[src/rtl/hub_req_pkg.sv]
package hub_req_pkg;
  // ****************************************
  // setup field encodings
  // ****************************************
  localparam logic [7:0] RT_PORT_CLEAR = 8'h23; // host-to-device, class, other
  localparam logic [7:0] RT_HUB_GET = 8'hA0; // device-to-host, class, device
  localparam logic [7:0] BR_GET_STATUS = 8'h00;
  localparam logic [7:0] BR_CLEAR_FEATURE = 8'h01;
  localparam logic [7:0] BR_GET_DESCRIPTOR = 8'h06;

  // ****************************************
  // port feature selectors
  // ****************************************
  localparam logic [15:0] FS_PORT_CONNECTION = 16'h0000;
  localparam logic [15:0] FS_PORT_OVER_CURRENT = 16'h0003;
  localparam logic [15:0] FS_PORT_RESET = 16'h0004;
  localparam logic [15:0] FS_PORT_LINK_STATE = 16'h0005;
  localparam logic [15:0] FS_PORT_POWER = 16'h0008;
  localparam logic [15:0] FS_C_PORT_CONNECTION = 16'h0010;
  localparam logic [15:0] FS_C_PORT_OVER_CURRENT = 16'h0013;
  localparam logic [15:0] FS_C_PORT_RESET = 16'h0014;
  localparam logic [15:0] FS_U1_TIMEOUT = 16'h0017;
  localparam logic [15:0] FS_U2_TIMEOUT = 16'h0018;
  localparam logic [15:0] FS_C_PORT_LINK_STATE = 16'h0019;
  localparam logic [15:0] FS_C_PORT_CONFIG_ERROR = 16'h001A;
  localparam logic [15:0] FS_REMOTE_WAKE_MASK = 16'h001B;
  localparam logic [15:0] FS_BH_PORT_RESET = 16'h001C;
  localparam logic [15:0] FS_C_BH_PORT_RESET = 16'h001D;
  localparam logic [15:0] FS_FORCE_LINKPM_ACCEPT = 16'h001E;

  // ****************************************
  // per-port change bit positions
  // ****************************************
  localparam int CHG_KINDS = 6;
  localparam int CHG_CONN = 0;
  localparam int CHG_OVER_CURRENT = 1;
  localparam int CHG_RESET = 2;
  localparam int CHG_LINK_STATE = 3;
  localparam int CHG_CONFIG_ERROR = 4;
  localparam int CHG_BH_RESET = 5;

  // ****************************************
  // hub status and descriptor
  // ****************************************
  localparam int HS_LOCAL_POWER = 0; // status and change bit
  localparam int HS_OVER_CURRENT = 1;
  localparam logic [15:0] HUB_STATUS_LEN = 16'h0004;
  localparam logic [7:0] DESC_TYPE = 8'h2A; // hub descriptor type code
  localparam logic [7:0] DESC_LEN = 8'h0C; // bytes in the hub descriptor
  localparam logic PORT_POWER_RESET = 1'b1; // ports powered after reset

  // ****************************************
  // controller register map (apb)
  // ****************************************
  localparam logic [7:0] REG_SETUP_LO = 8'h00; // {wValue, bRequest, bmRequestType}
  localparam logic [7:0] REG_SETUP_HI = 8'h04; // {wLength, wIndex}
  localparam logic [7:0] REG_CONTROL = 8'h08; // write bit 0: launch
  localparam logic [7:0] REG_STATUS = 8'h0C; // busy, error, byte count
  localparam logic [7:0] REG_DATA = 8'h10; // first four bytes returned
  localparam int ST_BUSY = 0;
  localparam int ST_ERROR = 1;
  localparam int ST_COUNT_LSB = 8;
endpackage

[src/rtl/hub_req_if.sv]
// control pipe between the host controller and the hub request handler
interface hub_req_if;
  logic req_valid; // one-cycle pulse, fields held until rsp_done
  logic [7:0] bm_request_type;
  logic [7:0] b_request;
  logic [15:0] w_value;
  logic [15:0] w_index;
  logic [15:0] w_length;
  logic rsp_valid; // one data byte this cycle
  logic [7:0] rsp_data;
  logic rsp_done; // one-cycle pulse ends the request
  logic rsp_error; // request error (stall), valid with rsp_done

  modport hub_end (
    input req_valid, bm_request_type, b_request, w_value, w_index, w_length,
    output rsp_valid, rsp_data, rsp_done, rsp_error
  );
  modport host_end (
    output req_valid, bm_request_type, b_request, w_value, w_index, w_length,
    input rsp_valid, rsp_data, rsp_done, rsp_error
  );
endinterface

[src/rtl/hub_request_handler.sv]
// Behaviour
// - port clear is 23h, CLEAR_FEATURE, no data
// - port number from wIndex low byte, nonzero
// - clear disables feature or acknowledges change
// - accept power and six change-bit clears
// - clearing power powers the port off
// - powered-off port rejects clear requests
// - clearing force-accept drops the accept flag
// - force-accept already clear completes unchanged
// - error on bad selector, port, length
// - clearing an already clear feature is fine
// - host ignores answers before configuration
// - descriptor read is A0h, GET_DESCRIPTOR
// - one descriptor, index zero, hub type
// - return min of wLength and length
// - descriptor read errors on bad wValue/wIndex
// - status read A0h, GET_STATUS, length four
// - status word first, change word second
// - status read errors on bad fields
// - status bit 0 is local supply lost
// - bit 1 only for hub-wide over-current
// - hub over-current only when truly overloaded
// - change bits cleared by bus reset
// - selectors power 8, connection 16, reset 20
//
// The placing of the registers and register access over APB were chosen for this implementation.
module hub_request_handler
  import hub_req_pkg::*;
#(
  parameter int NPORTS = 4,
  parameter bit HUB_OC_REPORT = 1'b1 // hub-wide over-current detection fitted
) (
  input wire logic clock,
  input wire logic srst,
  hub_req_if.hub_end link,
  input wire logic local_power_lost, // pin, asynchronous
  input wire logic hub_over_current, // pin, asynchronous
  input wire logic [NPORTS-1:0] port_power_set, // pulses from port power logic
  input wire logic [NPORTS-1:0] linkpm_accept_set, // pulses from link logic
  input wire logic [NPORTS*CHG_KINDS-1:0] port_change_set, // change events
  output logic [NPORTS-1:0] port_power_q, // port in powered state
  output logic [NPORTS-1:0] linkpm_accept_q, // forced accept flag in lmps
  output logic [NPORTS*CHG_KINDS-1:0] port_change_q, // sticky change bits
  output logic [15:0] hub_status_word, // current hub status
  output logic [15:0] hub_change_q // current hub change bits
);
  // ****************************************
  // declarations
  // ****************************************
  typedef enum logic [1:0] {st_idle, st_decode, st_send} state_type;
  state_type state_q; // request sequencer
  logic [7:0] rtype_q, breq_q; // latched setup
  logic [15:0] value_q, index_q, length_q;
  logic [7:0] count_q; // bytes sent
  logic [7:0] total_d; // bytes to send
  logic [1:0] lp_sync_q, oc_sync_q; // pin synchronisers
  logic is_clear, is_desc, is_status; // request kind
  logic sel_defined; // selector in the port feature table
  logic port_ok; // port exists and is powered
  logic req_err; // request error
  logic clear_go; // apply the clear this cycle
  logic [7:0] port_num; // addressed port
  logic [7:0] desc_byte, byte_d; // outgoing byte
  logic [31:0] status_bytes; // status response, byte 0 in low bits

  // ****************************************
  // request decode
  // ****************************************
  assign port_num = index_q[7:0];
  assign is_clear = rtype_q == RT_PORT_CLEAR && breq_q == BR_CLEAR_FEATURE;
  assign is_desc = rtype_q == RT_HUB_GET && breq_q == BR_GET_DESCRIPTOR;
  assign is_status = rtype_q == RT_HUB_GET && breq_q == BR_GET_STATUS;

  // selector must be a defined port feature
  always_comb begin
    case (value_q)
      FS_PORT_CONNECTION, FS_PORT_OVER_CURRENT, FS_PORT_RESET, FS_PORT_LINK_STATE,
      FS_PORT_POWER, FS_C_PORT_CONNECTION, FS_C_PORT_OVER_CURRENT, FS_C_PORT_RESET,
      FS_U1_TIMEOUT, FS_U2_TIMEOUT, FS_C_PORT_LINK_STATE, FS_C_PORT_CONFIG_ERROR,
      FS_REMOTE_WAKE_MASK, FS_BH_PORT_RESET, FS_C_BH_PORT_RESET,
      FS_FORCE_LINKPM_ACCEPT: sel_defined = 1'b1;
      default: sel_defined = 1'b0;
    endcase
  end

  // port exists and, for any clear, is still powered
  always_comb begin
    port_ok = 1'b0;
    for (int i = 0; i < NPORTS; i++) begin
      if (port_num == 8'(i + 1) && port_power_q[i]) begin
        port_ok = 1'b1;
      end
    end
  end

  // error check per request kind
  always_comb begin
    if (is_clear) begin
      req_err = !sel_defined || !port_ok || length_q != 16'h0000;
    end else if (is_desc) begin
      req_err = value_q != {DESC_TYPE, 8'h00} || index_q != 16'h0000;
    end else if (is_status) begin
      req_err = value_q != 16'h0000 || index_q != 16'h0000 || length_q != HUB_STATUS_LEN;
    end else begin
      req_err = 1'b1; // outside this block's requests
    end
  end
  assign clear_go = state_q == st_decode && is_clear && !req_err;
  // shorter of request length and response length
  always_comb begin
    if (is_desc) begin
      total_d = (length_q < 16'(DESC_LEN)) ? length_q[7:0] : DESC_LEN;
    end else begin
      total_d = HUB_STATUS_LEN[7:0];
    end
  end

  // ****************************************
  // response data
  // ****************************************
  hub_desc_rom #(.NPORTS(NPORTS)) hub_desc_rom_i (
    .index(count_q),
    .data(desc_byte)
  );
  assign status_bytes = {hub_change_q, hub_status_word};
  // byte select for the response stream
  always_comb begin
    if (is_desc) begin
      byte_d = desc_byte;
    end else begin
      byte_d = status_bytes[{count_q[1:0], 3'b000} +: 8];
    end
  end

  // ****************************************
  // sequencer
  // ****************************************
  // idle -> decode -> (send) -> idle
  always_ff @(posedge clock) begin
    if (srst) begin
      state_q <= st_idle;
      count_q <= 8'h00;
      link.rsp_valid <= 1'b0;
      link.rsp_data <= 8'h00;
      link.rsp_done <= 1'b0;
      link.rsp_error <= 1'b0;
    end else begin
      link.rsp_valid <= 1'b0;
      link.rsp_done <= 1'b0;
      case (state_q)
        st_idle: begin
          count_q <= 8'h00;
          if (link.req_valid) begin
            state_q <= st_decode;
          end
        end
        st_decode: begin
          link.rsp_error <= req_err;
          if (req_err || is_clear || total_d == 8'h00) begin
            link.rsp_done <= 1'b1; // clear has no data stage
            state_q <= st_idle;
          end else begin
            state_q <= st_send;
          end
        end
        st_send: begin
          link.rsp_valid <= 1'b1;
          link.rsp_data <= byte_d;
          count_q <= count_q + 8'h01;
          if (count_q + 8'h01 == total_d) begin
            link.rsp_done <= 1'b1;
            state_q <= st_idle;
          end
        end
        default: state_q <= st_idle;
      endcase
    end
  end

  // setup capture
  always_ff @(posedge clock) begin
    if (srst) begin
      rtype_q <= 8'h00;
      breq_q <= 8'h00;
      value_q <= 16'h0000;
      index_q <= 16'h0000;
      length_q <= 16'h0000;
    end else if (state_q == st_idle && link.req_valid) begin
      rtype_q <= link.bm_request_type;
      breq_q <= link.b_request;
      value_q <= link.w_value;
      index_q <= link.w_index;
      length_q <= link.w_length;
    end
  end

  // ****************************************
  // per-port feature state
  // ****************************************
  for (genvar p = 0; p < NPORTS; p++) begin : g_port
    logic hit; // clear aimed at this port
    assign hit = clear_go && port_num == 8'(p + 1);
    // power: clearing forces powered-off, set pulse wins
    always_ff @(posedge clock) begin
      if (srst) begin
        port_power_q[p] <= PORT_POWER_RESET;
      end else if (port_power_set[p]) begin
        port_power_q[p] <= 1'b1;
      end else if (hit && value_q == FS_PORT_POWER) begin
        port_power_q[p] <= 1'b0;
      end
    end
    // forced accept: clearing when already clear changes nothing
    always_ff @(posedge clock) begin
      if (srst) begin
        linkpm_accept_q[p] <= 1'b0;
      end else if (linkpm_accept_set[p]) begin
        linkpm_accept_q[p] <= 1'b1;
      end else if (hit && value_q == FS_FORCE_LINKPM_ACCEPT) begin
        linkpm_accept_q[p] <= 1'b0;
      end
    end
    for (genvar k = 0; k < CHG_KINDS; k++) begin : g_chg
      logic [15:0] sel; // selector that acknowledges this change
      assign sel = (k == CHG_CONN) ? FS_C_PORT_CONNECTION
        : (k == CHG_OVER_CURRENT) ? FS_C_PORT_OVER_CURRENT
        : (k == CHG_RESET) ? FS_C_PORT_RESET
        : (k == CHG_LINK_STATE) ? FS_C_PORT_LINK_STATE
        : (k == CHG_CONFIG_ERROR) ? FS_C_PORT_CONFIG_ERROR : FS_C_BH_PORT_RESET;
      // sticky change bit, new event beats acknowledge
      always_ff @(posedge clock) begin
        if (srst) begin
          port_change_q[p*CHG_KINDS+k] <= 1'b0;
        end else if (port_change_set[p*CHG_KINDS+k]) begin
          port_change_q[p*CHG_KINDS+k] <= 1'b1;
        end else if (hit && value_q == sel) begin
          port_change_q[p*CHG_KINDS+k] <= 1'b0;
        end
      end
    end
  end

  // ****************************************
  // hub status and change
  // ****************************************
  // two-flop synchronisers for the supply and over-current pins
  always_ff @(posedge clock) begin
    if (srst) begin
      lp_sync_q <= 2'b00;
      oc_sync_q <= 2'b00;
    end else begin
      lp_sync_q <= {lp_sync_q[0], local_power_lost};
      oc_sync_q <= {oc_sync_q[0], hub_over_current};
    end
  end

  // status word and sticky change bits; over-current only with hub-wide detection
  always_ff @(posedge clock) begin
    if (srst) begin
      hub_status_word <= 16'h0000;
      hub_change_q <= 16'h0000;
    end else begin
      hub_status_word <= 16'h0000;
      hub_status_word[HS_LOCAL_POWER] <= lp_sync_q[1];
      hub_status_word[HS_OVER_CURRENT] <= HUB_OC_REPORT & oc_sync_q[1];
      // change: new synced level differs from the stored status bit
      if (lp_sync_q[1] != hub_status_word[HS_LOCAL_POWER]) begin
        hub_change_q[HS_LOCAL_POWER] <= 1'b1;
      end
      if ((HUB_OC_REPORT & oc_sync_q[1]) != hub_status_word[HS_OVER_CURRENT]) begin
        hub_change_q[HS_OVER_CURRENT] <= 1'b1;
      end
    end
  end
endmodule

[src/rtl/hub_desc_rom.sv]
// hub descriptor byte lookup, combinational
module hub_desc_rom
  import hub_req_pkg::*;
#(
  parameter int NPORTS = 4
) (
  input wire logic [7:0] index,
  output logic [7:0] data
);
  // ****************************************
  // descriptor content
  // ****************************************
  // only length, type and port count carry content; the rest reads zero
  always_comb begin
    case (index)
      8'h00: data = DESC_LEN;
      8'h01: data = DESC_TYPE;
      8'h02: data = 8'(NPORTS);
      default: data = 8'h00;
    endcase
  end
endmodule

[src/flat_wrapper.sv]
// flat-port wrapper written by rule: the top's interface ports become plain ports
module hub_request_handler_flat import hub_req_pkg::*;
#(
  parameter int NPORTS = 4,
  parameter bit HUB_OC_REPORT = 1'b1                                          
)
  (clock, srst, local_power_lost, hub_over_current, port_power_set, linkpm_accept_set, port_change_set, port_power_q, linkpm_accept_q, port_change_q, hub_status_word, hub_change_q, link_req_valid, link_bm_request_type, link_b_request, link_w_value, link_w_index, link_w_length, link_rsp_valid, link_rsp_data, link_rsp_done, link_rsp_error);
  hub_req_if link_i ();
  input wire logic clock;
  input wire logic srst;
  input wire logic local_power_lost;
  input wire logic hub_over_current;
  input wire logic [NPORTS-1:0] port_power_set;
  input wire logic [NPORTS-1:0] linkpm_accept_set;
  input wire logic [NPORTS*CHG_KINDS-1:0] port_change_set;
  output logic [NPORTS-1:0] port_power_q;
  output logic [NPORTS-1:0] linkpm_accept_q;
  output logic [NPORTS*CHG_KINDS-1:0] port_change_q;
  output logic [15:0] hub_status_word;
  output logic [15:0] hub_change_q;
  input wire logic [$bits(link_i.req_valid)-1:0] link_req_valid;
  input wire logic [$bits(link_i.bm_request_type)-1:0] link_bm_request_type;
  input wire logic [$bits(link_i.b_request)-1:0] link_b_request;
  input wire logic [$bits(link_i.w_value)-1:0] link_w_value;
  input wire logic [$bits(link_i.w_index)-1:0] link_w_index;
  input wire logic [$bits(link_i.w_length)-1:0] link_w_length;
  output wire logic [$bits(link_i.rsp_valid)-1:0] link_rsp_valid;
  output wire logic [$bits(link_i.rsp_data)-1:0] link_rsp_data;
  output wire logic [$bits(link_i.rsp_done)-1:0] link_rsp_done;
  output wire logic [$bits(link_i.rsp_error)-1:0] link_rsp_error;
  assign link_i.req_valid = link_req_valid;
  assign link_i.bm_request_type = link_bm_request_type;
  assign link_i.b_request = link_b_request;
  assign link_i.w_value = link_w_value;
  assign link_i.w_index = link_w_index;
  assign link_i.w_length = link_w_length;
  assign link_rsp_valid = link_i.rsp_valid;
  assign link_rsp_data = link_i.rsp_data;
  assign link_rsp_done = link_i.rsp_done;
  assign link_rsp_error = link_i.rsp_error;
  hub_request_handler #(.NPORTS(NPORTS), .HUB_OC_REPORT(HUB_OC_REPORT)) u_core (.clock(clock), .srst(srst), .link(link_i), .local_power_lost(local_power_lost), .hub_over_current(hub_over_current), .port_power_set(port_power_set), .linkpm_accept_set(linkpm_accept_set), .port_change_set(port_change_set), .port_power_q(port_power_q), .linkpm_accept_q(linkpm_accept_q), .port_change_q(port_change_q), .hub_status_word(hub_status_word), .hub_change_q(hub_change_q));
endmodule
[config.mk]
export PLATFORM = sky130hd
export DESIGN_NAME = hub_request_handler_flat
export DESIGN_NICKNAME = d
export VERILOG_FILES = /design/src/rtl/hub_req_pkg.sv /design/src/rtl/hub_req_if.sv /design/src/rtl/hub_request_handler.sv /design/src/rtl/hub_desc_rom.sv /design/src/flat_wrapper.sv
export SDC_FILE = /design/constraint.sdc
export NUM_CORES = 1
export LEC_CHECK = 0
export BUFFER_PORTS_ARGS = -buffer_cell sky130_fd_sc_hd__buf_2
export CAP_MARGIN = 10
export CORE_MARGIN = 1
export CORE_UTILIZATION = 35
export CTS_CLUSTER_DIAMETER = 30
export CTS_CLUSTER_SIZE = 40
export DETAILED_ROUTE_END_ITERATION = 8
export GPL_TIMING_DRIVEN = 0
export SYNTH_ARGS = -nofsm -noshare
export SYNTH_HDL_FRONTEND = slang
export SYNTH_SLANG_ARGS = --single-unit
[constraint.sdc]
create_clock -name clock -period 2.8 [get_ports clock]
set_clock_uncertainty 0.2 [all_clocks]
set_input_delay 0.42 -clock clock [delete_from_list [all_inputs] [get_ports clock]]
set_output_delay 0.42 -clock clock [all_outputs]
set_load 0.02 [all_outputs]
After elaboration in Yosys (flattened, before gate mapping) --
Memory sizes are Yosys's and may differ from the RTL's. A register that Yosys moved wholly into a read port is not among the register bits. Cells that the tools add are included.
Operators by class: div/mod/pow operators 0, order comparisons 1, equal/unequal tests 27, bitwise operators 0, reductions and logical operators 98, multiply operators 0, $add $sub $neg 1, shift-type cells 1, mux-type cells 79
Operators by type and width (count):
- $eq A16 B5 Y1 const B | 7
- $mux W1 | 67
- $reduce_bool A2 Y1 | 29
- $reduce_bool A16 Y1 | 3
- $logic_and A1 B1 Y1 | 46
- $shiftx A32 B6 Y8 | 1
- $eq A8 B1 Y1 const B | 3
- $eq A8 B2 Y1 const B | 3
- $logic_not A8 Y1 | 3
- $mux W8 | 3
- $pmux W6 S3 | 1
- $eq A16 B4 Y1 const B | 1
- $eq A8 B3 Y1 const B | 2
- $lt A16 B4 Y1 const B | 1
- $ne A16 B14 Y1 const B | 1
- $ne A16 B3 Y1 const B | 1
- $pmux W8 S2 | 1
- $logic_not A11 Y1 | 1
- $mux W5 | 2
- $add A8 B1 Y8 const B | 1
- $eq A8 B6 Y1 const B | 1
- $eq A8 B8 Y1 | 1
- $eq A8 B8 Y1 const B | 1
- $reduce_or A2 Y1 | 4
- 12 further kinds | 23
Word-level totals: memory bits (read-only) 32, latch bits 0, memory bits (writable) 0, memories 1, bits in registers 139, input port bits 101, output and inout port bits 75
Memory list:
- (no name shown) | words 32, bits a word 1, rd ports 1, clocked after memory_dff 1, write ports 0, line hub_request_handler.sv:76 | case (value_q)

Longest topological paths before layout --
word-level depth 16, depth in mapped cells 12, gate-level depth less buffers 10

Cells and area by module --
A second synthesis with hierarchy kept.
Unflattened totals: cell total of the unflattened synthesis 712, area, all modules 5632.9 um^2
By module, submodules not included:
- hub_request_handler | sequential area each 2522.4 um^2, instances 1, cells an instance 701, area an instance 5549.1 um^2
- hub_desc_rom | sequential area each 0.0 um^2, instances 1, cells an instance 11, area an instance 83.8 um^2

Worst setup path before layout --
No wires, ideal clock.
path type flip-flop to flip-flop, from reg u_core.length_q[0], to reg u_core.link.rsp_done, buffers on the path 0, setup time 0.116 ns, stages on the path, launching flop included 8, period minus slack after synthesis 2.736 ns, arrival time 2.421 ns, slack 0.064 ns, path through dfxtp_1 or3_1 or4_1 or4_4 a2111oi_4 o41ai_1 a22o_1 and3_1
Between the ends: cells in the longest elaborated chain, start to end 9
RTL lines:
- from (decl) | line hub_request_handler.sv:53 | logic [15:0] value_q, index_q, length_q;
- from (signal assigned) | line hub_request_handler.sv:193 | length_q <= link.w_length;
- parallel branches: the longest is 8 deep, another holds $lt A16 B4 Y1
- $pmux W1 S2 (*) | line hub_request_handler.sv:150 | case (state_q)
- to (signal assigned) | line hub_request_handler.sv:149 | link.rsp_done <= 1'b0;
- to (signal assigned) | line hub_request_handler.sv:160 | link.rsp_done <= 1'b1;
- to (signal assigned) | line hub_request_handler.sv:171 | link.rsp_done <= 1'b1;
- to (decl) | line hub_req_if.sv:16 | output rsp_valid, rsp_data, rsp_done, rsp_error
Mark *: on every way between the ends. A chain may end at the register's enable or synchronous reset.

Final worst setup path --
Ends and elaborated chain as after synthesis.

==> run summary <==
STATUS
----------------------------------------------------------------------------------------
Run status ................................................................ finished, final reports clean

PWR
----------------------------------------------------------------------------------------
Combinational share of power ..............................................        11.9%
Sequential group share of total power .....................................        41.4%
Clock network fraction of total power .....................................        46.7%
Final Power ...............................................................      4615 uW
Switching share of power ..................................................       26.33%
Design internal power .....................................................      3400 uW
Power density relative to cell area ....................................... 641.4 nW/um^2
Leakage power .............................................................  0.003134 uW
Net switching component of the power ......................................      1215 uW
Highest ir drop seen on vdd ...............................................     427.1 uV

DRT
----------------------------------------------------------------------------------------
Uppermost layer routed ....................................................         met5
Iteration count of the initial detailed-routing pass ......................            4
Wire length the detailed router placed on met1 ............................      6995 um
Post-DR vias/cell .........................................................        4.755
Remaining number of nets flagged by the antenna check after routing .......            0
Wire per inst .............................................................     13.59 um
Drt first-iter violations .................................................          195
Sum of routed wire length over all layers .................................     14540 um
Met3 wire length ..........................................................       813 um
Wire length on met2 .......................................................      6507 um
DRC errors left ...........................................................            0
Number of vias after detailed routing .....................................         5088

CLOCK NETWORK
----------------------------------------------------------------------------------------
Clk Latency, worst-skew pair ..............................................      0.42 ns
Clock Sink Count ..........................................................          123
Root buffer selected by CTS ...............................................    clkbuf_16
Largest buffer count on any clock path ....................................            2
Clock Pin Slew Worst Setup and Hold Paths .................................      0.06 ns
H-Tree Level Count ........................................................            4
Clock tree from TritonCTS .................................................         done
CTS Buf Count .............................................................           17

TIMING
----------------------------------------------------------------------------------------
Final worst hold slack ....................................................   0.02928 ns
Final setup violating endpoints ...........................................            0
Slew of the pin with the lowest slew margin ...............................    0.6677 ns
Slew Limit Headroom .......................................................       55.08%
Number of hold violations in the final report .............................            0
RSZ-0062 raised after global routing ......................................         true
Min Tclk post-route .......................................................     2.771 ns
Setup TNS .................................................................         0 ns
Slew Viols, Final .........................................................            0
Upper clock frequency limit ...............................................   0.3608 GHz
Tcrit/Tclk final ..........................................................       98.98%

SYNTH
----------------------------------------------------------------------------------------
Count of cell types in the netlist ........................................           54
Warnings from Yosys .......................................................            0
Post-synthesis cell type with the largest combined area ...................      dfxtp_1
EDFF count, synth .........................................................            0
Register bit total from synthesis .........................................          123
Synthesized instance count ................................................          670
Synthesized cell area .....................................................    5398 um^2
Synth top area cells ...................................................... dfxtp_1 46%, nand2_1 10%, a21oi_1 6.9%, nor2_1 4.9%, buf_4 4.3%
Main flop type after synthesis ............................................      dfxtp_1
Share of flip-flops with an asynchronous set or reset .....................           0%
Share of synthesized area occupied by flip-flops and latches ..............       45.62%
Fraction of post-synthesis cell area in the top cell type by area .........       45.62%
Average footprint of a synthesized cell ...................................   8.056 um^2

FINAL LAYOUT
----------------------------------------------------------------------------------------
Count of antenna diodes in the layout .....................................            0
Post-route core utilization ...............................................       47.51%
Area of the multi-input gates .............................................    2694 um^2
P&R area growth vs syn ....................................................       33.31%
Fill cell count ...........................................................         1545
Leading cell types in the layout, fill and taps excluded .................. 145 x nand2_1, 143 x buf_2, 121 x dfxtp_1
Most common library cell in the layout ignoring fill and taps .............      nand2_1
Total area of sequential cells ............................................    2465 um^2
# nets final ..............................................................          979
Layout cell share with drive strength beyond 1 ............................       27.21%

GLOBAL ROUTE
----------------------------------------------------------------------------------------
GRT overflow ..............................................................            0
Global-route wire length before repair ....................................     23080 um
Total GRT Usage ...........................................................       18.80%
Antenna violations before repair ..........................................            1
Pin count of the biggest net entering global routing ......................           17
Vias in the first global route ............................................         4562

SETUP PATH
----------------------------------------------------------------------------------------
Type of element launching the critical path ...............................         flop
Crit path arrival time ....................................................      2.88 ns
Required time of the critical path ........................................      2.90 ns
Flop-to-flop setup slack ..................................................      0.03 ns
Type of the setup path with the least slack ...............................      reg2reg
Crit end category .........................................................         flop
Maximum fanout along the worst path .......................................            4

FLOORPLAN
----------------------------------------------------------------------------------------
Die X-Extent ..............................................................     126.2 um
Top-level port count ......................................................          176
Initial cell density of the core ..........................................       35.64%
Die area ..................................................................   15920 um^2
Cell Rows .................................................................           45
CORE AREA .................................................................   15150 um^2
Die extent in y ...........................................................     126.2 um

PLACE
----------------------------------------------------------------------------------------
Total half-perimeter wirelength after legalization and detailed placement .     10940 um
Count of buffers from port buffering ......................................          143
Gp weighted congestion ....................................................       0.8263

FLOW RUN
----------------------------------------------------------------------------------------
Max-cap viol count ........................................................            0

MIN PATH
----------------------------------------------------------------------------------------
Path class of the lowest-slack min-delay path .............................       in2reg

[flip-flops by register name, indices dropped and copies added (netlist names), named ones only]
| signal | count |
|---|---|
| u_core.breq_q | 8 |
| u_core.count_q | 8 |
| u_core.hub_change_q | 2 |
| u_core.hub_status_word | 2 |
| u_core.index_q | 16 |
| u_core.length_q | 16 |
| u_core.link.rsp_data | 5 |
| u_core.link.rsp_done | 1 |
| u_core.link.rsp_error | 1 |
| u_core.link.rsp_valid | 1 |
| u_core.linkpm_accept_q | 4 |
| u_core.lp_sync_q | 2 |
| u_core.oc_sync_q | 2 |
| u_core.port_change_q | 24 |
| u_core.port_power_q | 4 |
| u_core.rtype_q | 8 |
| u_core.state_q | 2 |
| u_core.value_q | 16 |
[synth_stat cells (3+ instances only)]
| library cell | number |
|---|---|
| a31oi_1 | 3 |
| dfxtp_1 | 123 |
| nand4b_1 | 3 |
| nor3_1 | 15 |
| nand2_1 | 145 |
| a21oi_1 | 74 |
| nand4_1 | 5 |
| xor2_1 | 4 |
| mux2_2 | 3 |
| and3_1 | 6 |
| o21ai_0 | 5 |
| xnor2_1 | 5 |
| inv_1 | 20 |
| buf_4 | 31 |
| ha_1 | 9 |
| or3_1 | 4 |
| nor4_1 | 9 |
| mux2i_1 | 5 |
| nand3_1 | 15 |
| and2_1 | 3 |
| o211ai_1 | 3 |
| a211oi_1 | 22 |
| or4_1 | 3 |
| nor2b_1 | 7 |
| clkbuf_1 | 29 |
| a311oi_1 | 8 |
| nor2_1 | 71 |
| buf_1 | 3 |
| a22oi_1 | 6 |
[stage by stage]
step	instance area [um^2]	worst slack [ns]	instances
after global placement	6461	-0.3813	1031
after global routing	7196	-0.04270	1070
after CTS	7159	0.02681	1070
after floorplan	5510	0.06363	700
final	7196	0.02857	1070
after detailed placement	6461	-0.3706	1031
[what timing repair did]
item | in CTS | in global routing
hold endpoints to repair | 2 | 0
pin swaps | 7 | 1
resized for setup | 12 | 9
hold buffers | 2 | 0
buffers inserted | 6 | 1
endpoints found under the setup margin | 32 | 13
[power by group through the flow]
| stage | Clock [uW] | Sequential [uW] | Combinational [uW] |
|---|---|---|---|
| global route | 2270 | 1920 | 610 |
| floorplan | 0 | 1970 | 308 |
| finish | 2160 | 1910 | 549 |
| CTS | 2200 | 1910 | 546 |
| detailed placement | 0 | 1940 | 533 |
| global placement | 0 | 1940 | 530 |
[worst max-delay path: stages, from the launching register on]
cell       delay [ns]
dfxtp_2          0.33
or3_4            0.41
or4_4            0.44
or4_4            0.44
a2111oi_4        0.35
o41ai_2          0.13
a22o_1           0.18
and3_1           0.18
[layout make-up]
cell class,instances,area share (%)
inverter,21,1.095
clock buffer,18,6.103
tap,188,3.269
buffer,61,4.851
sequential,123,34.25
clock inverter,14,2.034
multi-input combinational,493,37.44
timing repair buffer,152,10.95
[cell families (layout without fill, tap and decap cells)]
logic type	Yosys count	count (layout)	share of synthesized area [%]
buf+inv	84	266	7.997
mux	8	8	1.553
simple gates	301	301	25.36
fa+ha+maj	9	9	2.086
xor+xnor	9	9	1.460
compound gates	135	135	15.86
other cells	1	31	0.06947
flops	123	123	45.62
[metal layers]
layer  up-vias  global-route usage, %
met5         -                      0
met4         2                  7.300
met3        18                  4.673
met2       143                  29.80
met1      2282                  24.53
li1       2643                      -
[worst paths after layout]
check / start / endpoint / cells past startpoint
max: u_core.length_q[0] / u_core.link.rsp_done / 7
min: hub_over_current / u_core.oc_sync_q[0] / 2
max reg2reg: u_core.length_q[0] / u_core.link.rsp_done / 7
min reg2reg: u_core.oc_sync_q[0] / u_core.oc_sync_q[1] / 1
Note: power is estimated with default switching activity, not from simulation.
